`config.mk`:
```
export PLATFORM = sky130hd
export DESIGN_NAME = rme_top
export DESIGN_NICKNAME = d
export VERILOG_FILES = /design/src/rme_pkg.sv /design/src/rme_div.sv /design/src/rme_dccal.sv /design/src/rme_top.sv
export SDC_FILE = /design/constraint.sdc
export NUM_CORES = 1
export LEC_CHECK = 0
export ABC_CLOCK_PERIOD_IN_PS = 16100
export BUFFER_PORTS_ARGS = -buffer_cell sky130_fd_sc_hd__buf_4
export CORE_MARGIN = 8
export CORE_UTILIZATION = 47
export DETAILED_ROUTE_END_ITERATION = 7
export GPL_ROUTABILITY_DRIVEN = 0
export PLACE_DENSITY = 0.64
export SLEW_MARGIN = 25
export SYNTH_ARGS = -nofsm -noshare
export SYNTH_HDL_FRONTEND = slang
export SYNTH_SLANG_ARGS = --single-unit
```
`constraint.sdc`:
```
create_clock -name i_clk -period 16.1 [get_ports i_clk]
set_input_delay 0 -clock i_clk [delete_from_list [all_inputs] [get_ports i_clk]]
set_output_delay 0 -clock i_clk [all_outputs]
set_load 0.01 [all_outputs]
```
`src/rme_pkg.sv`:
```
package rme_pkg;
   // ---------------------------------------------------------------
   // Register offsets
   // ---------------------------------------------------------------
   localparam logic [9:0] A_DUR_LO = 10'h150;
   localparam logic [9:0] A_DUR_HI = 10'h151;
   localparam logic [9:0] A_MULT0  = 10'h152;
   localparam logic [9:0] A_MULT3  = 10'h155;
   localparam logic [9:0] A_DELAY  = 10'h156;
   localparam logic [9:0] A_WAIT   = 10'h157;
   localparam logic [9:0] A_CFG    = 10'h158;
   localparam logic [9:0] A_EXT_HI = 10'h159;
   localparam logic [9:0] A_EXT_LO = 10'h15a;
   localparam logic [9:0] A_FIR    = 10'h15b;
   localparam logic [9:0] A_MAXIDX = 10'h15c;
   localparam logic [9:0] A_PKWAIT = 10'h15e;
   localparam logic [9:0] A_PRE    = 10'h1a7;
   localparam logic [9:0] A_SYM    = 10'h1a8;
   localparam logic [9:0] A_LSB    = 10'h1a9;
   // ---------------------------------------------------------------
   // Field positions
   // ---------------------------------------------------------------
   localparam int CFG_POW2 = 0;
   localparam int CFG_SEL  = 2;
   localparam int CFG_TRIG = 5;
   localparam int FIR_SEL  = 0;
   localparam int FIR_LNA1 = 4;
   localparam int FIR_LNA2 = 5;
   // ---------------------------------------------------------------
   // Reset values and constants
   // ---------------------------------------------------------------
   localparam logic [7:0] CFG_RST    = 8'h01;
   localparam logic [7:0] MAXIDX_RST = 8'h76;
   localparam logic [7:0] W_FULL     = 8'hff;
   localparam logic [7:0] W_NONE     = 8'h00;
   localparam int         DELAY_DIV  = 8;
   localparam logic [2:0] SEL_AGC    = 3'h0;
   localparam logic [2:0] SEL_PIN    = 3'h1;
   localparam logic [2:0] SEL_RX     = 3'h2;
   localparam logic [2:0] SEL_GAIN   = 3'h3;
   localparam logic [2:0] SEL_WR     = 3'h4;
   localparam logic [2:0] SEL_GPIN   = 3'h5;
   // ---------------------------------------------------------------
   // Types
   // ---------------------------------------------------------------
   typedef enum logic [1:0] {ST_DELAY, ST_MEAS, ST_WAIT} rme_state_e;
   typedef struct packed {
      logic [6:0] index;
      logic       cal_flag;
      logic [3:0] front_stage;
      logic [1:0] ext_lna;
   } rme_gt_s;
   typedef struct packed {
      logic [8:0] pre;
      logic [8:0] sym;
   } rme_result_s;
endpackage

```
`src/rme_div.sv`:
```
module rme_div
   import rme_pkg::*;
#(
   parameter int DIV = DELAY_DIV
) (
   input  wire logic i_clk,
   input  wire logic i_nrst,
   input  wire logic i_clr,
   output logic      o_tick
);
   localparam int W = $clog2(DIV);
   localparam logic [W-1:0] LAST = W'(DIV - 1);
   logic [W-1:0] cnt_q;

   // Free count, realigned on restart
   always_ff @(posedge i_clk or negedge i_nrst) begin
      if (!i_nrst) begin
         cnt_q  <= '0;
         o_tick <= 1'b0;
      end else if (i_clr) begin
         cnt_q  <= '0;
         o_tick <= 1'b0;
      end else begin
         cnt_q  <= (cnt_q == LAST) ? '0 : cnt_q + 1'b1;
         o_tick <= (cnt_q == LAST);
      end
   end
endmodule

```
`src/rme_dccal.sv`:
```
module rme_dccal
   import rme_pkg::*;
(
   input  wire logic       i_clk,
   input  wire logic       i_nrst,
   input  wire rme_gt_s    i_gt,
   input  wire logic [6:0] i_max,
   output logic            o_run,
   output logic [6:0]      o_src_index
);
   logic [6:0] last_idx_q;
   logic [3:0] last_stage_q;
   logic       have_q;
   logic       in_range;
   logic       reuse;

   // Index must not pass the highest calibrated index
   assign in_range = (i_gt.index <= i_max);
   assign reuse    = have_q && !i_gt.cal_flag && in_range
                     && (i_gt.front_stage == last_stage_q)
                     && (i_gt.index > last_idx_q);

   // Remember flagged index and pick correction source
   always_ff @(posedge i_clk or negedge i_nrst) begin
      if (!i_nrst) begin
         last_idx_q   <= '0;
         last_stage_q <= '0;
         have_q       <= 1'b0;
         o_run        <= 1'b0;
         o_src_index  <= '0;
      end else begin
         o_run <= i_gt.cal_flag && in_range;
         if (i_gt.cal_flag && in_range) begin
            last_idx_q   <= i_gt.index;
            last_stage_q <= i_gt.front_stage;
            have_q       <= 1'b1;
            o_src_index  <= i_gt.index;
         end else begin
            o_src_index  <= reuse ? last_idx_q : i_gt.index;
         end
      end
   end
endmodule

```
`src/rme_top.sv`:
```
module rme_top
   import rme_pkg::*;
(
   input  wire logic        i_clk,
   input  wire logic        i_nrst,
   input  wire logic        i_reg_wr,
   input  wire logic        i_reg_rd,
   input  wire logic [9:0]  i_reg_addr,
   input  wire logic [7:0]  i_reg_wdata,
   output logic [7:0]       o_reg_rdata,
   input  wire logic        i_gain_unlock_pin,
   input  wire logic        i_agc_gain_lock,
   input  wire logic        i_rx_enter,
   input  wire logic        i_gain_change,
   input  wire rme_gt_s     i_gt,
   input  wire logic [8:0]  i_rx_gain_q,
   input  wire logic        i_samp_valid,
   input  wire logic [8:0]  i_samp_level,
   input  wire logic        i_rx_fir_active,
   output logic             o_lna1_output_pin,
   output logic             o_lna2_output_pin,
   output logic             o_peak_det_en,
   output logic             o_rssi_fir_en,
   output logic [1:0]       o_rssi_decim_log2,
   output logic             o_dc_cal_run,
   output logic [6:0]       o_dc_src_index,
   output rme_result_s      o_result,
   output logic             o_rssi_update
);
   // ---------------------------------------------------------------
   // Register file
   // ---------------------------------------------------------------
   logic [7:0] dur_lo_q;
   logic [7:0] dur_hi_q;
   logic [7:0] mult_q [4];
   logic [7:0] delay_q;
   logic [7:0] wait_q;
   logic [7:0] cfg_q;
   logic [5:0] ext_hi_q;
   logic [5:0] ext_lo_q;
   logic [7:0] fir_q;
   logic [6:0] maxidx_q;
   logic [7:0] pkwait_q;
   logic       wr_trig;
   logic       pow2;
   logic [2:0] sel;

   assign pow2    = cfg_q[CFG_POW2];
   assign sel     = cfg_q[CFG_SEL +: 3];
   // Trigger bit is a write strobe only, never stored
   assign wr_trig = i_reg_wr && (i_reg_addr == A_CFG)
                    && i_reg_wdata[CFG_TRIG];

   // Plain control registers
   always_ff @(posedge i_clk or negedge i_nrst) begin
      if (!i_nrst) begin
         dur_lo_q <= '0;
         dur_hi_q <= '0;
         delay_q  <= '0;
         wait_q   <= '0;
         cfg_q    <= CFG_RST;
         ext_hi_q <= '0;
         ext_lo_q <= '0;
         fir_q    <= '0;
         maxidx_q <= MAXIDX_RST[6:0];
         pkwait_q <= '0;
      end else if (i_reg_wr) begin
         case (i_reg_addr)
            A_DUR_LO: dur_lo_q <= i_reg_wdata;
            A_DUR_HI: dur_hi_q <= i_reg_wdata;
            A_DELAY:  delay_q  <= i_reg_wdata;
            A_WAIT:   wait_q   <= i_reg_wdata;
            A_CFG:    cfg_q    <= i_reg_wdata & ~(8'h01 << CFG_TRIG);
            A_EXT_HI: ext_hi_q <= i_reg_wdata[5:0];
            A_EXT_LO: ext_lo_q <= i_reg_wdata[5:0];
            A_FIR:    fir_q    <= i_reg_wdata;
            A_MAXIDX: maxidx_q <= i_reg_wdata[6:0];
            A_PKWAIT: pkwait_q <= i_reg_wdata;
            default:  ;
         endcase
      end
   end

   // Weight multipliers, forced while pow2 mode is on
   always_ff @(posedge i_clk or negedge i_nrst) begin
      if (!i_nrst) begin
         mult_q[0] <= W_FULL;
         mult_q[1] <= W_NONE;
         mult_q[2] <= W_NONE;
         mult_q[3] <= W_NONE;
      end else if (pow2) begin
         mult_q[0] <= W_FULL;
         mult_q[1] <= W_NONE;
         mult_q[2] <= W_NONE;
         mult_q[3] <= W_NONE;
      end else if (i_reg_wr && i_reg_addr >= A_MULT0
                   && i_reg_addr <= A_MULT3) begin
         mult_q[2'(i_reg_addr - A_MULT0)] <= i_reg_wdata;
      end
   end

   // Registered read port, unmapped reads give zero
   always_ff @(posedge i_clk or negedge i_nrst) begin
      if (!i_nrst) begin
         o_reg_rdata <= '0;
      end else if (i_reg_rd) begin
         case (i_reg_addr)
            A_DUR_LO: o_reg_rdata <= dur_lo_q;
            A_DUR_HI: o_reg_rdata <= dur_hi_q;
            10'h152:  o_reg_rdata <= mult_q[0];
            10'h153:  o_reg_rdata <= mult_q[1];
            10'h154:  o_reg_rdata <= mult_q[2];
            A_MULT3:  o_reg_rdata <= mult_q[3];
            A_DELAY:  o_reg_rdata <= delay_q;
            A_WAIT:   o_reg_rdata <= wait_q;
            A_CFG:    o_reg_rdata <= cfg_q;
            A_EXT_HI: o_reg_rdata <= {2'h0, ext_hi_q};
            A_EXT_LO: o_reg_rdata <= {2'h0, ext_lo_q};
            A_FIR:    o_reg_rdata <= fir_q;
            A_MAXIDX: o_reg_rdata <= {1'h0, maxidx_q};
            A_PKWAIT: o_reg_rdata <= pkwait_q;
            A_PRE:    o_reg_rdata <= o_result.pre[8:1];
            A_SYM:    o_reg_rdata <= o_result.sym[8:1];
            A_LSB:    o_reg_rdata <= {6'h0, o_result.pre[0],
                                      o_result.sym[0]};
            default:  o_reg_rdata <= '0;
         endcase
      end
   end

   // ---------------------------------------------------------------
   // Unlock pin synchroniser and restart selection
   // ---------------------------------------------------------------
   logic pin_s1_q;
   logic pin_s2_q;
   logic pin_s3_q;
   logic pin_lvl_q;
   logic pin_rise;
   logic restart;
   logic gain_restart;

   // Three stages; level accepted once stages two and three agree
   always_ff @(posedge i_clk or negedge i_nrst) begin
      if (!i_nrst) begin
         pin_s1_q  <= 1'b0;
         pin_s2_q  <= 1'b0;
         pin_s3_q  <= 1'b0;
         pin_lvl_q <= 1'b0;
      end else begin
         pin_s1_q <= i_gain_unlock_pin;
         pin_s2_q <= pin_s1_q;
         pin_s3_q <= pin_s2_q;
         if (pin_s2_q == pin_s3_q) begin
            pin_lvl_q <= pin_s3_q;
         end
      end
   end

   assign pin_rise = (pin_s2_q == pin_s3_q) && pin_s3_q && !pin_lvl_q;

   // Event picked by the selector
   always_comb begin
      gain_restart = 1'b0;
      case (sel)
         SEL_AGC:  restart = i_agc_gain_lock;
         SEL_PIN:  restart = pin_rise;
         SEL_RX:   restart = i_rx_enter;
         SEL_GAIN: begin
            restart      = i_gain_change;
            gain_restart = i_gain_change;
         end
         SEL_WR:   restart = wr_trig;
         SEL_GPIN: begin
            restart      = i_gain_change || pin_rise;
            gain_restart = i_gain_change;
         end
         default:  restart = 1'b0;
      endcase
   end

   // ---------------------------------------------------------------
   // Source selection and gain compensation
   // ---------------------------------------------------------------
   logic [1:0]  fir_sel;
   logic [1:0]  decim_log2;
   logic [1:0]  dec_cnt_q;
   logic [1:0]  dec_mask;
   logic        take;
   logic [6:0]  ext_q;
   logic [10:0] comp_wide;
   logic [8:0]  comp;

   assign fir_sel = fir_q[FIR_SEL +: 2];
   // Active path FIR forces full rate; otherwise selector decides
   assign decim_log2 = i_rx_fir_active ? 2'd0 :
                       (fir_sel == 2'd2) ? 2'd1 :
                       (fir_sel == 2'd3) ? 2'd2 : 2'd0;
   assign dec_mask = (decim_log2 == 2'd2) ? 2'd3 :
                     (decim_log2 == 2'd1) ? 2'd1 : 2'd0;
   assign take     = i_samp_valid && ((dec_cnt_q & dec_mask) == 2'd0);

   // FIR routing outputs and decimation phase
   always_ff @(posedge i_clk or negedge i_nrst) begin
      if (!i_nrst) begin
         o_rssi_fir_en     <= 1'b0;
         o_rssi_decim_log2 <= '0;
         dec_cnt_q         <= '0;
      end else begin
         o_rssi_fir_en     <= i_rx_fir_active || (fir_sel != 2'd0);
         o_rssi_decim_log2 <= decim_log2;
         if (restart) begin
            dec_cnt_q <= '0;
         end else if (i_samp_valid) begin
            dec_cnt_q <= dec_cnt_q + 2'd1;
         end
      end
   end

   // Half-dB amp gain doubled to quarter-dB, then added to path gain
   assign ext_q     = i_gt.ext_lna[0] ? {ext_hi_q, 1'b0}
                                      : {ext_lo_q, 1'b0};
   assign comp_wide = {2'h0, i_samp_level} + {2'h0, i_rx_gain_q}
                      + {4'h0, ext_q};
   assign comp      = (comp_wide > 11'h1ff) ? 9'h1ff : comp_wide[8:0];

   // ---------------------------------------------------------------
   // Measurement sequencer
   // ---------------------------------------------------------------
   rme_state_e  state_q;
   logic [7:0]  dly_cnt_q;
   logic [7:0]  wait_cnt_q;
   logic [1:0]  seg_q;
   logic [15:0] cnt_q;
   logic [23:0] acc_q;
   logic [18:0] wacc_q;
   logic [3:0]  dur;
   logic [15:0] seg_len;
   logic [23:0] acc_d;
   logic [8:0]  avg;
   logic [18:0] wacc_d;
   logic [19:0] res_wide;
   logic        seg_end;
   logic        meas_done;
   logic        div_tick;

   rme_div #(
      .DIV    (DELAY_DIV)
   ) u_div (
      .i_clk  (i_clk),
      .i_nrst (i_nrst),
      .i_clr  (restart),
      .o_tick (div_tick)
   );

   // Segment length is two to the power of its field
   always_comb begin
      case (seg_q)
         2'd0:    dur = dur_lo_q[3:0];
         2'd1:    dur = dur_lo_q[7:4];
         2'd2:    dur = dur_hi_q[3:0];
         default: dur = dur_hi_q[7:4];
      endcase
   end

   assign seg_len   = 16'h0001 << dur;
   assign seg_end   = (state_q == ST_MEAS) && take
                      && (cnt_q == seg_len - 16'h0001);
   assign acc_d     = acc_q + {15'h0, comp};
   assign avg       = 9'(acc_d >> dur);
   assign wacc_d    = wacc_q + 19'(avg * mult_q[seg_q]);
   assign meas_done = seg_end && (pow2 || seg_q == 2'd3);
   // Divide the weighted sum by 255, rounding down
   assign res_wide  = ({1'b0, wacc_d} + 20'(wacc_d >> 8) + 20'h1) >> 8;

   // Delay, measure, wait cycle
   always_ff @(posedge i_clk or negedge i_nrst) begin
      if (!i_nrst) begin
         state_q    <= ST_DELAY;
         dly_cnt_q  <= '0;
         wait_cnt_q <= '0;
      end else if (restart) begin
         state_q    <= ST_DELAY;
         dly_cnt_q  <= delay_q;
      end else begin
         case (state_q)
            ST_DELAY: begin
               if (div_tick) begin
                  if (dly_cnt_q == 8'h00) begin
                     state_q <= ST_MEAS;
                  end else begin
                     dly_cnt_q <= dly_cnt_q - 8'h01;
                  end
               end
            end
            ST_MEAS: begin
               if (meas_done) begin
                  if (wait_q == 8'h00) begin
                     state_q <= ST_MEAS;
                  end else begin
                     state_q    <= ST_WAIT;
                     wait_cnt_q <= wait_q;
                  end
               end
            end
            ST_WAIT: begin
               if (wait_cnt_q <= 8'h01) begin
                  state_q <= ST_MEAS;
               end else begin
                  wait_cnt_q <= wait_cnt_q - 8'h01;
               end
            end
            default: state_q <= ST_DELAY;
         endcase
      end
   end

   // Sample counter and accumulators
   always_ff @(posedge i_clk or negedge i_nrst) begin
      if (!i_nrst) begin
         seg_q  <= '0;
         cnt_q  <= '0;
         acc_q  <= '0;
         wacc_q <= '0;
      end else if (restart || state_q != ST_MEAS) begin
         seg_q  <= '0;
         cnt_q  <= '0;
         acc_q  <= '0;
         wacc_q <= '0;
      end else if (seg_end) begin
         cnt_q <= '0;
         acc_q <= '0;
         if (meas_done) begin
            seg_q  <= '0;
            wacc_q <= '0;
         end else begin
            seg_q  <= seg_q + 2'd1;
            wacc_q <= wacc_d;
         end
      end else if (take) begin
         cnt_q <= cnt_q + 16'h0001;
         acc_q <= acc_d;
      end
   end

   // ---------------------------------------------------------------
   // Results
   // ---------------------------------------------------------------
   logic first_q;
   logic by_gain_q;
   logic [8:0] res;

   assign res = (res_wide > 20'h1ff) ? 9'h1ff : res_wide[8:0];

   // Preamble holds first result after a restart not caused by a gain change, symbol tracks every result
   always_ff @(posedge i_clk or negedge i_nrst) begin
      if (!i_nrst) begin
         first_q       <= 1'b1;
         by_gain_q     <= 1'b0;
         o_result      <= '0;
         o_rssi_update <= 1'b0;
      end else begin
         o_rssi_update <= meas_done && !restart;
         if (restart) begin
            first_q   <= 1'b1;
            by_gain_q <= gain_restart;
         end else if (meas_done) begin
            o_result.sym <= res;
            first_q      <= 1'b0;
            if (first_q && !by_gain_q) begin
               o_result.pre <= res;
            end
         end
      end
   end

   // ---------------------------------------------------------------
   // Peak detector hold-off
   // ---------------------------------------------------------------
   logic [7:0] pk_cnt_q;
   logic [7:0] pk_cnt_d;

   assign pk_cnt_d = i_gain_change ? pkwait_q :
                     (pk_cnt_q != 8'h00) ? pk_cnt_q - 8'h01 : 8'h00;

   // Detectors stay off while the hold-off runs
   always_ff @(posedge i_clk or negedge i_nrst) begin
      if (!i_nrst) begin
         pk_cnt_q      <= '0;
         o_peak_det_en <= 1'b1;
      end else begin
         pk_cnt_q      <= pk_cnt_d;
         o_peak_det_en <= !i_gain_change && (pk_cnt_d == 8'h00);
      end
   end

   // ---------------------------------------------------------------
   // External amplifier pins
   // ---------------------------------------------------------------
   // Table bits drive the pins only when routing is enabled
   always_ff @(posedge i_clk or negedge i_nrst) begin
      if (!i_nrst) begin
         o_lna1_output_pin <= 1'b0;
         o_lna2_output_pin <= 1'b0;
      end else begin
         o_lna1_output_pin <= fir_q[FIR_LNA1] && i_gt.ext_lna[0];
         o_lna2_output_pin <= fir_q[FIR_LNA2] && i_gt.ext_lna[1];
      end
   end

   // ---------------------------------------------------------------
   // Offset calibration index mapping
   // ---------------------------------------------------------------
   rme_dccal u_dccal (
      .i_clk       (i_clk),
      .i_nrst      (i_nrst),
      .i_gt        (i_gt),
      .i_max       (maxidx_q),
      .o_run       (o_dc_cal_run),
      .o_src_index (o_dc_src_index)
   );
endmodule

```
After elaboration in Yosys (flattened, before gate mapping)

Index checks and enable logic that the tools add are counted.

Bits in registers: 258
Input bits: 60
Output and inout port bits: 41
Word-level logic and storage cells: 242

Add/sub/neg operators: 15
Multipliers: 1
Magnitude comparators: 10
Equality and inequality tests: 44
Shift operators: 2
Muxes and demuxes: 58
Bitwise gates (word level): 4
Reductions and logical operators: 63

Operators by type and width:

| cell                  | number |
|---|---|
| $eq 10x9->1 const B   | 17 |
| $pmux 8 s17           | 1 |
| $mux 8                | 12 |
| $mux 24               | 3 |
| $mux 32               | 2 |
| $mux 19               | 3 |
| $mux 16               | 3 |
| $bwmux 32             | 1 |
| $mux 2                | 15 |
| $add 24x9->24         | 1 |
| $logic_not 8->1       | 3 |
| $shr 24x4->9          | 1 |
| $sub 8x1->8 const B   | 3 |
| $reduce_and 2->1      | 11 |
| $logic_and 1x1->1     | 21 |
| $mux 7                | 3 |
| $add 19x11->20        | 1 |
| $add 20x1->20 const B | 1 |
| $add 19x17->19        | 1 |
| $mux 9                | 2 |
| $mul 9x8->17          | 1 |
| $add 16x1->16 const B | 1 |
| $bmux 8 s2            | 1 |
| $demux 8 s2           | 1 |
| other kinds (48)      | 88 |

Logic depth before layout (Yosys ltp)

Gate-level depths: netlist of the first run.

Depth after elaboration: 16
Gate-level depth with buffers: 57
Depth with buffers taken out: 52

By module

A second synthesis of the first run with hierarchy kept.

Cells, all modules: 2,062
Area total of the unflattened synthesis: 19,074.5 um2

Modules (own cells, without submodules):

| module    | instances | cells each | area an instance (um2) | seq. area each (um2) |
|---|---|---|---|---|
| rme_top   | 1         | 1,952      | 17,778.3               | 5,875.6 |
| rme_dccal | 1         | 100        | 1,136.1                | 500.5 |
| rme_div   | 1         | 10         | 160.2                  | 100.1 |

Worst setup path before layout of the first run

Ideal clock, no wire load.

Kind: register to register
From: register ext_hi_q[0]
To: register o_result[13] in the netlist's numbering
Setup time: 0.141 ns
Data arrival time: 11.877 ns
Required time: 15.959 ns
Slack: 4.082 ns
Stages on the path, launching flop included: 52
Path buffers: 3
Clock period less this slack: 12.018 ns
Cells stage by stage: dfrtp_1 > mux2i_1 > fa_1 > inv_1 > ha_1 > fa_1 > a21oi_1 > nor2_1 > nor2_1 > o21bai_1 > a21oi_1 > nor2b_1 > o21a_1 > or2_2 > a21oi_1 > nand2_1 > ha_1 > o21ai_0 > (+16 left out) > ha_1 > buf_2 > and3_1 > buf_2 > and3_1 > nor3_1 > o21bai_1 > a21oi_1 > xnor2_1 > inv_1 > ha_1 > clkbuf_1 > o41a_1 > o311ai_1 > o21a_1 > or4_1 > a2111oi_4 > a21oi_1

Longest elaborated chain between the ends: 12

RTL lines:

| element                | RTL line       | text |
|---|---|---|
| from (decl)            | rme_top.sv:39  | `logic [5:0] ext_hi_q;` |
| from (signal assigned) | rme_top.sv:74  | `A_EXT_HI: ext_hi_q <= i_reg_wdata[5:0];` |
| $mux 7 *               | rme_top.sv:220 | `assign ext_q = i_gt.ext_lna[0] ? {ext_hi_q, 1'b0}` |
| $add 10x7->11 *        | rme_top.sv:223 | `+ {4'h0, ext_q};` |
| $gt 11x9->1            | rme_top.sv:224 | `assign comp = (comp_wide > 11'h1ff) ? 9'h1ff : comp_wide[8:0];` |
| $mux 9 *               | rme_top.sv:224 |  |
| $add 24x9->24 *        | rme_top.sv:268 | `assign acc_d = acc_q + {15'h0, comp};` |
| $shr 24x4->9 *         | rme_top.sv:269 | `assign avg = 9'(acc_d >> dur);` |
| $mul 9x8->17 *         | rme_top.sv:270 | `assign wacc_d = wacc_q + 19'(avg * mult_q[seg_q]);` |
| $add 19x17->19 *       | rme_top.sv:270 |  |
| $add 19x11->20 *       | rme_top.sv:273 | `assign res_wide = ({1'b0, wacc_d} + 20'(wacc_d >> 8) + 20'h1) >> 8;` |
| $add 20x1->20 *        | rme_top.sv:273 |  |
| $gt 12x9->1            | rme_top.sv:352 | `assign res = (res_wide > 20'h1ff) ? 9'h1ff : res_wide[8:0];` |
| $mux 9 *               | rme_top.sv:352 |  |
| to (decl)              | rme_top.sv:27  | `output rme_result_s o_result,` |

Mark *: on every way between the ends. The rest lies on a longest branch, timed or not.
A chain may end at the register's enable or synchronous reset.

Worst setup path in the final report of the first run

From: register ext_lo_q[0]
To: register o_result[0] in the netlist's numbering

Longest elaborated chain between the ends: 12

RTL lines:

| element                | RTL line       | text |
|---|---|---|
| from (decl)            | rme_top.sv:40  | `logic [5:0] ext_lo_q;` |
| from (signal assigned) | rme_top.sv:75  | `A_EXT_LO: ext_lo_q <= i_reg_wdata[5:0];` |
| $mux 7 *               | rme_top.sv:220 |  |
| $add 10x7->11 *        | rme_top.sv:223 |  |
| $gt 11x9->1            | rme_top.sv:224 |  |
| $mux 9 *               | rme_top.sv:224 |  |
| $add 24x9->24 *        | rme_top.sv:268 |  |
| $shr 24x4->9 *         | rme_top.sv:269 |  |
| $mul 9x8->17 *         | rme_top.sv:270 |  |
| $add 19x17->19 *       | rme_top.sv:270 |  |
| $add 19x11->20 *       | rme_top.sv:273 |  |
| $add 20x1->20 *        | rme_top.sv:273 |  |
| $gt 12x9->1            | rme_top.sv:352 |  |
| $mux 9 *               | rme_top.sv:352 |  |

Marks and branches as above.

==> results of run 1 <==
how the worst min path moves through the flow:
| stage | from | end | slack [ns] | cells after the start |
|---|---|---|---|---|
| floorplan | i_nrst | acc_q[0]$_DFFE_PN0P_ | -0.30 | 0 |
| global placement | i_nrst | acc_q[12]$_DFFE_PN0P_ | 0.01 | 1 |
| detailed placement | i_nrst | acc_q[14]$_DFFE_PN0P_ | 0.01 | 1 |
| CTS | i_nrst | acc_q[6]$_DFFE_PN0P_ | 0.02 | 2 |
| global route | i_nrst | cnt_q[14]$_DFFE_PN0P_ | 0.06 | 2 |
| finish | i_nrst | acc_q[15]$_DFFE_PN0P_ | 0.005 | 2 |
final cells by class:
type                       count  area, um2  area share
multi-input combinational   1546      11400       0.533
sequential                   258       6480       0.303
timing repair buffer         144       1160      0.0545
clock buffer                  46        922      0.0431
inverter                     175        657      0.0307
tap                          525        657      0.0307
clock inverter                10        110     0.00515
cell families after synthesis:
family                   after synthesis
AO/OA/AOI/OAI                        506
buffers and inverters                271
flip-flops                           258
XOR/XNOR                              72
AND/OR/NAND/NOR                      670
adder cells (fa/ha/maj)              167
multiplexers                         131
flip-flops by register name, summed over array words and instances, names as in the netlist, 16 cells and up:
| name | flops |
|---|---|
| mult_q | 32 |
| acc_q | 24 |
| wacc_q | 19 |
| o_result | 18 |
| cnt_q | 16 |
routing by layer:
layer	wire (um)	vias up
li1	-	7523
met3	4200	126
met1	24600	7991
met4	2090	0
met5	0	-
met2	27700	715
repair_timing:
action                                  in CTS  in global routing
endpoints found under the hold margin      218                  0
hold buffers                                29                  0
setup buffers                                0                  0
endpoints found under the setup margin       0                  0
critical path: cells and delay by family (launching register included):
| family | cells | cell delay, ns |
|---|---|---|
| AOI/OAI and AO/OA | 17 | 3.97 |
| xor gates and xnor gates | 1 | 0.45 |
| adders and majority gates | 10 | 4.21 |
| buffers and inverters | 5 | 0.58 |
| DFF | 1 | 0.38 |
| muxes | 3 | 1.27 |
| and+or+nand+nor | 12 | 2.91 |
Yosys cell counts, types with 15 or more instances:
cell type / count / share of area
a211oi_1: 18 / 0.0072
a21o_1: 16 / 0.0064
a21oi_1: 143 / 0.038
a22o_1: 15 / 0.0070
a22oi_1: 16 / 0.0064
a31oi_1: 21 / 0.0070
and2_1: 36 / 0.012
and3_1: 17 / 0.0056
clkbuf_1: 80 / 0.016
dfrtp_1: 242 / 0.32
dfstp_2: 16 / 0.022
fa_1: 65 / 0.069
ha_1: 99 / 0.066
inv_1: 175 / 0.035
mux2_2: 96 / 0.057
mux2i_1: 25 / 0.013
nand2_1: 242 / 0.048
nand2b_1: 25 / 0.0083
nand3_1: 61 / 0.016
nand4_1: 16 / 0.0053
nor2_1: 132 / 0.026
nor2b_1: 29 / 0.0096
nor3_1: 43 / 0.011
o211ai_1: 15 / 0.0060
o21ai_0: 101 / 0.027
o22ai_1: 16 / 0.0053
o31ai_1: 15 / 0.0060
or2_2: 15 / 0.0050
or3_1: 18 / 0.0060
xnor2_1: 43 / 0.020
xor2_1: 28 / 0.013
power groups by stage:
stage | Combinational, mW | Sequential, mW | Clock [mW]
CTS | 2.86 | 0.701 | 0.721
floorplan | 2.11 | 0.705 | 0
global route | 3.21 | 0.704 | 0.743
global placement | 2.78 | 0.712 | 0
detailed placement | 2.83 | 0.712 | 0
finish | 2.93 | 0.702 | 0.708
per-stage QoR:
| step | cell area [um2] | instances | setup WS (ns) | hold slack [ns] | power [mW] |
|---|---|---|---|---|---|
| after detailed placement | 20000 | 2619 | 2.44 | 0.0143 | 3.54 |
| after global placement | 20000 | 2619 | 2.81 | 0.0131 | 3.50 |
| after CTS | 21400 | 2704 | 2.40 | 0.0157 | 4.28 |
| after global routing | 21400 | 2704 | 1.36 | 0.0568 | 4.66 |
| final | 21400 | 2704 | 2.13 | 0.00488 | 4.34 |
| after floorplan | 18800 | 2075 | 4.08 | -0.296 | 2.81 |
==> results.py, run 1 <==
metrics = {
    "worst_hold_path": {
        "hp-class": "input port to asynchronous set/reset pin",
    },
    "worst_setup_path": {
        "rrSetupSlack_ns": 2.13,
        "cp_common_cell": "fa_1",
        "crit_start": "ext_lo_q[0]$_DFFE_PN0P_",
        "crit_path_start_kind": "flip-flop",
        "crit_end": "o_result[0]$_DFFE_PN0P_",
        "cp.arrival_ns": 14.40,
        "critical_path_class": "flip-flop to flip-flop",
        "cp-end-kind": "flip-flop",
        "reg2regPathDepth": 48,
        "r2r_start": "ext_lo_q[0]$_DFFE_PN0P_",
        "critPathSlowestCell": "mux2i_1",
        "crit_fanout": 17,
        "reg2reg_to": "o_result[0]$_DFFE_PN0P_",
        "cp.required_ns": 16.52,
        "cpPeakStageDelay_ns": 0.65,
    },
    "timing": {
        "rsz0062_at_grt": "false",
        "period_needed_ns": 13.97,
        "finalHoldViolCount": 0,
        "setup_violations": 0,
        "period_share": 0.868,
        "final-max-slew-violation-count": 0,
        "finalClockSkew_ns": 0.0159,
        "finalSetupTns_ns": 0,
        "maxSlewHeadroom": 0.267,
        "worst_slew_pin_slew_ns": 1.09,
        "max_freq_mhz": 71.6,
    },
    "floorplan": {
        "die_x_um": 216,
        "coreArea_um2": 39600,
        "io_pins": 101,
        "rows": 73,
        "initial_core_util": 0.475,
        "die_y_um": 216,
        "die_area_um2": 46700,
    },
    "run_status": {
        "violations": "DRC",
        "status": "complete, but fails checks",
    },
    "logic_synthesis": {
        "synth_compound_area_frac": 0.179,
        "synth_xor_area_frac": 0.0342,
        "synthSimpleGateAreaFrac": 0.169,
        "async_flop_share": 1.00,
        "synth_edf_count": 0,
        "synth_adder_area_share": 0.136,
        "synthCells": 2075,
        "synth_area_um2": 18800,
        "ys_warn_count": 0,
        "synth-main-ff-cell": "dfrtp_1",
        "ys_seq_area_frac": 0.344,
        "synthesis.nets": 2299,
        "yosysUniqueCellTypes": 87,
        "synth.area.mux_share": 0.0826,
        "synth_top_family_by_area": "compound AO/OA/AOI/OAI gates",
        "ys_ff_latch": 258,
        "syn_area_per_cell_um2": 9.08,
    },
    "place": {
        "portBuffers": 100,
        "hpwl_um": 43200,
    },
    "grt": {
        "use_met1": 0.323,
        "grt_use_met3": 0.0361,
        "grt_pass1_vias": 16300,
        "grt-busiest-layer": "met2",
        "gr-total-overflow": 0,
        "grtUsageTotal": 0.246,
        "antenna_found_initial": 0,
        "grt_max_degree": 76,
        "grt_use_met2": 0.413,
        "grt_pass1_wl_um": 92800,
    },
    "finish": {
        "drive_gt1_frac": 0.149,
        "area_growth_pct": 13.5,
        "final_cell_mix": "242 x nand2_1, 242 x dfrtp_1, 175 x inv_1",
        "diodes": 0,
        "nFillCells": 3611,
        "final_util": 0.539,
        "finalNetCount": 2379,
    },
    "power": {
        "p_sw_mw": 2.18,
        "max-vdd-ir-drop_uv": 313,
        "seqPwrFrac": 0.162,
        "swShare": 0.503,
        "p_comb_frac": 0.675,
        "powerDensity_nw_per_um2": 203,
        "p_clk_frac": 0.163,
        "p_leak_nw": 9.73,
        "p_int_mw": 2.16,
    },
    "clock_tree": {
        "h-tree-depth": 1,
        "cts_made_buffers": 30,
        "root_buffer": "clkbuf_16",
        "cts_resized": 0,
        "cts_tree": "yes",
        "cts_buffer_depth": 3,
        "path_clk_slew_ns": 0.06,
        "cts_sinks": 258,
        "clkLatencyLatePin_ns": 0.58,
    },
    "drt": {
        "detail-route-antenna-nets": 0,
        "firstDrtPassIters": 8,
        "route.detailed.drc": 6,
        "viasPerCell": 6.05,
        "wl_per_cell_um": 21.7,
        "finalWirelength_um": 58600,
        "vias": 16400,
        "drtIter0Drc": 1618,
    },
    "job": {
        "max_cap_violations": 0,
    },
}
(Power assumes the default switching activity.)
==> run 2, diff against run 1 <==
--- a/config.mk
+++ b/config.mk
@@ -6,7 +6,7 @@
 export NUM_CORES = 1
 export LEC_CHECK = 0
 export ABC_CLOCK_PERIOD_IN_PS = 16100
-export BUFFER_PORTS_ARGS = -buffer_cell sky130_fd_sc_hd__buf_4
+export BUFFER_PORTS_ARGS = -buffer_cell sky130_fd_sc_hd__buf_2
 export CORE_MARGIN = 8
 export CORE_UTILIZATION = 47
 export DETAILED_ROUTE_END_ITERATION = 7
==> run 2 against run 1 <==
Maximum frequency up 0.67%. Routed wire length is 0.37% lower. Core utilization fell by 0.41 points. Setup slack better by 0.093 ns. First-iteration DRC count shrank 2.0%. Non-clock buffer count increased by 4. Clock-buffer cell count is 12 lower. The run ends with hold timing left. Die area stayed put. Sequential share of layout area grew 0.23 points.
==> results.py, run 2 (synthesis results as in run 1) <==
metrics = {
    "grt": {
        "grtUsageTotal": 0.245,
        "grt_pass1_wl_um": 93000,
        "gr-total-overflow": 0,
        "grt_max_degree": 78,
        "grt_pass1_vias": 16400,
        "antenna_found_initial": 1,
    },
    "worst_setup_path": {
        "crit_path_start_kind": "flip-flop",
        "critPathSlowestCell": "a2111oi_4",
        "critical_path_class": "flip-flop to flip-flop",
        "cpPeakStageDelay_ns": 0.63,
        "cp.arrival_ns": 14.36,
        "cp-end-kind": "flip-flop",
        "cp.required_ns": 16.58,
        "cp_common_cell": "fa_1",
        "crit_fanout": 17,
        "cp_top_family": "adder cells",
        "crit_buf_inv": 5,
    },
    "timing": {
        "finalClockSkew_ns": 0.0517,
        "period_needed_ns": 13.88,
        "max_freq_mhz": 72.0,
        "finalSetupTns_ns": 0,
        "rsz0062_at_grt": "false",
        "final-max-slew-violation-count": 0,
        "worst_slew_pin_slew_ns": 1.08,
        "maxSlewHeadroom": 0.271,
        "setup_violations": 0,
        "whs_ns": -0.00369,
        "finalHoldViolCount": 4,
        "period_share": 0.862,
    },
    "finish": {
        "area_growth_pct": 12.6,
        "drive_gt1_frac": 0.153,
        "top_register": "mult_q",
        "finalNetCount": 2383,
        "largestRegisters": "mult_q: 32 flops, acc_q: 24 flops, wacc_q: 19 flops",
        "final_cell_mix": "242 x nand2_1, 242 x dfrtp_1, 175 x inv_1",
        "largest_register_ffs": 32,
        "final_area_um2": 21200,
    },
    "clock_tree": {
        "root_buffer": "clkbuf_16",
        "path_clk_slew_ns": 0.06,
        "cts_sinks": 258,
        "clkLatencyLatePin_ns": 0.62,
        "cts_setup_buffers": 0,
        "cts_resized": 0,
        "cts_buffer_depth": 3,
        "cts_made_buffers": 30,
        "h-tree-depth": 1,
        "cts_hold_buf": 29,
        "cts_tree": "yes",
    },
    "power": {
        "powerDensity_nw_per_um2": 204,
        "p_leak_nw": 9.70,
        "max-vdd-ir-drop_uv": 303,
    },
    "place": {
        "hpwl_um": 43200,
        "placed_area_um2": 19800,
        "portBuffers": 100,
    },
    "drt": {
        "viasPerCell": 6.11,
        "finalWirelength_um": 58400,
        "routed.top_layer": "met4",
        "detail-route-antenna-nets": 0,
        "wl_met3_um": 4620,
        "vias": 16600,
        "route.detailed.drc": 0,
        "m1WireLength_um": 23900,
        "drtIter0Drc": 1585,
        "met2_length_um": 26800,
        "firstDrtPassIters": 6,
        "wl_per_cell_um": 21.5,
    },
    "floorplan": {
        "coreArea_um2": 39600,
        "die_y_um": 216,
        "die_area_um2": 46700,
        "rows": 73,
        "io_pins": 101,
        "initial_core_util": 0.475,
        "die_x_um": 216,
    },
    "worst_hold_path": {
        "hp-class": "input port to asynchronous set/reset pin",
    },
    "run_status": {
        "status": "complete, but fails checks",
        "violations": "hold timing",
    },
    "job": {
        "max_cap_violations": 0,
    },
}
-- run 2: cell types whose count changed in the layout (fill, tap and decap cells not counted), sizes merged --
| cell | change |
|---|---|
| clkinvlp | +2 |
| clkinv | +7 |
| diode | +1 |
| clkbuf | -12 |
| bufinv | +3 |
| buf | +4 |
-- run 2: report_power, final --
group	total (mW)	internal, mW	switching [mW]
sequential	0.702	0.679	0.0236
clock	0.740	0.439	0.301
combinational	2.89	1.04	1.85
total	4.33	2.16	2.17
-- run 2: per-layer routing --
| metal | up-vias | GRT usage |
|---|---|---|
| met5 | - | 0 |
| met4 | 0 | 0.109 |
| met3 | 167 | 0.0451 |
| met2 | 791 | 0.391 |
| met1 | 8066 | 0.323 |
| li1 | 7530 | - |
-- run 2: through the flow --
stage / power [mW] / util / hold slack (ns) / std cells / setup WS (ns)
6_report: 4.33 / 0.535 / -0.00369 / 2709 / 2.22
5_1_grt: 4.67 / 0.535 / 0.0425 / 2709 / 1.31
3_3_place_gp: 3.48 / 0.500 / 0.0371 / 2623 / 2.90
2_1_floorplan: 2.81 / - / -0.296 / 2075 / 4.08
4_1_cts: 4.28 / 0.535 / 0.00448 / 2708 / 2.33
3_5_place_dp: 3.52 / 0.500 / 0.0372 / 2623 / 2.34
-- run 2: area by class of cell --
type	instances	area (um2)
diodes	1	2.50
clock buffers	34	796
clock inverters	22	290
fillers	3631	18400
inverters	175	657
multi-input cells	1546	11400
flip-flops and latches	258	6480
well taps	525	657
repair buffers	148	947
-- run 2: final timing paths --
kind | start | to | slack (ns) | cells after the start
max | ext_lo_q[0]$_DFFE_PN0P_ | o_result[13]$_DFFE_PN0P_ | 2.22 | 48
min | i_nrst | dly_cnt_q[2]$_DFFE_PN0P_ | -0.004 | 2
max reg2reg | ext_lo_q[0]$_DFFE_PN0P_ | o_result[13]$_DFFE_PN0P_ | 2.22 | 48
min reg2reg | pin_s1_q$_DFF_PN0_ | pin_s2_q$_DFF_PN0_ | 0.35 | 0
max in group asynchronous | i_nrst | cfg_q[6]$_DFFE_PN0P_ | 14.27 | 4
min in group i_clk | i_gain_unlock_pin | pin_s1_q$_DFF_PN0_ | 0.04 | 2
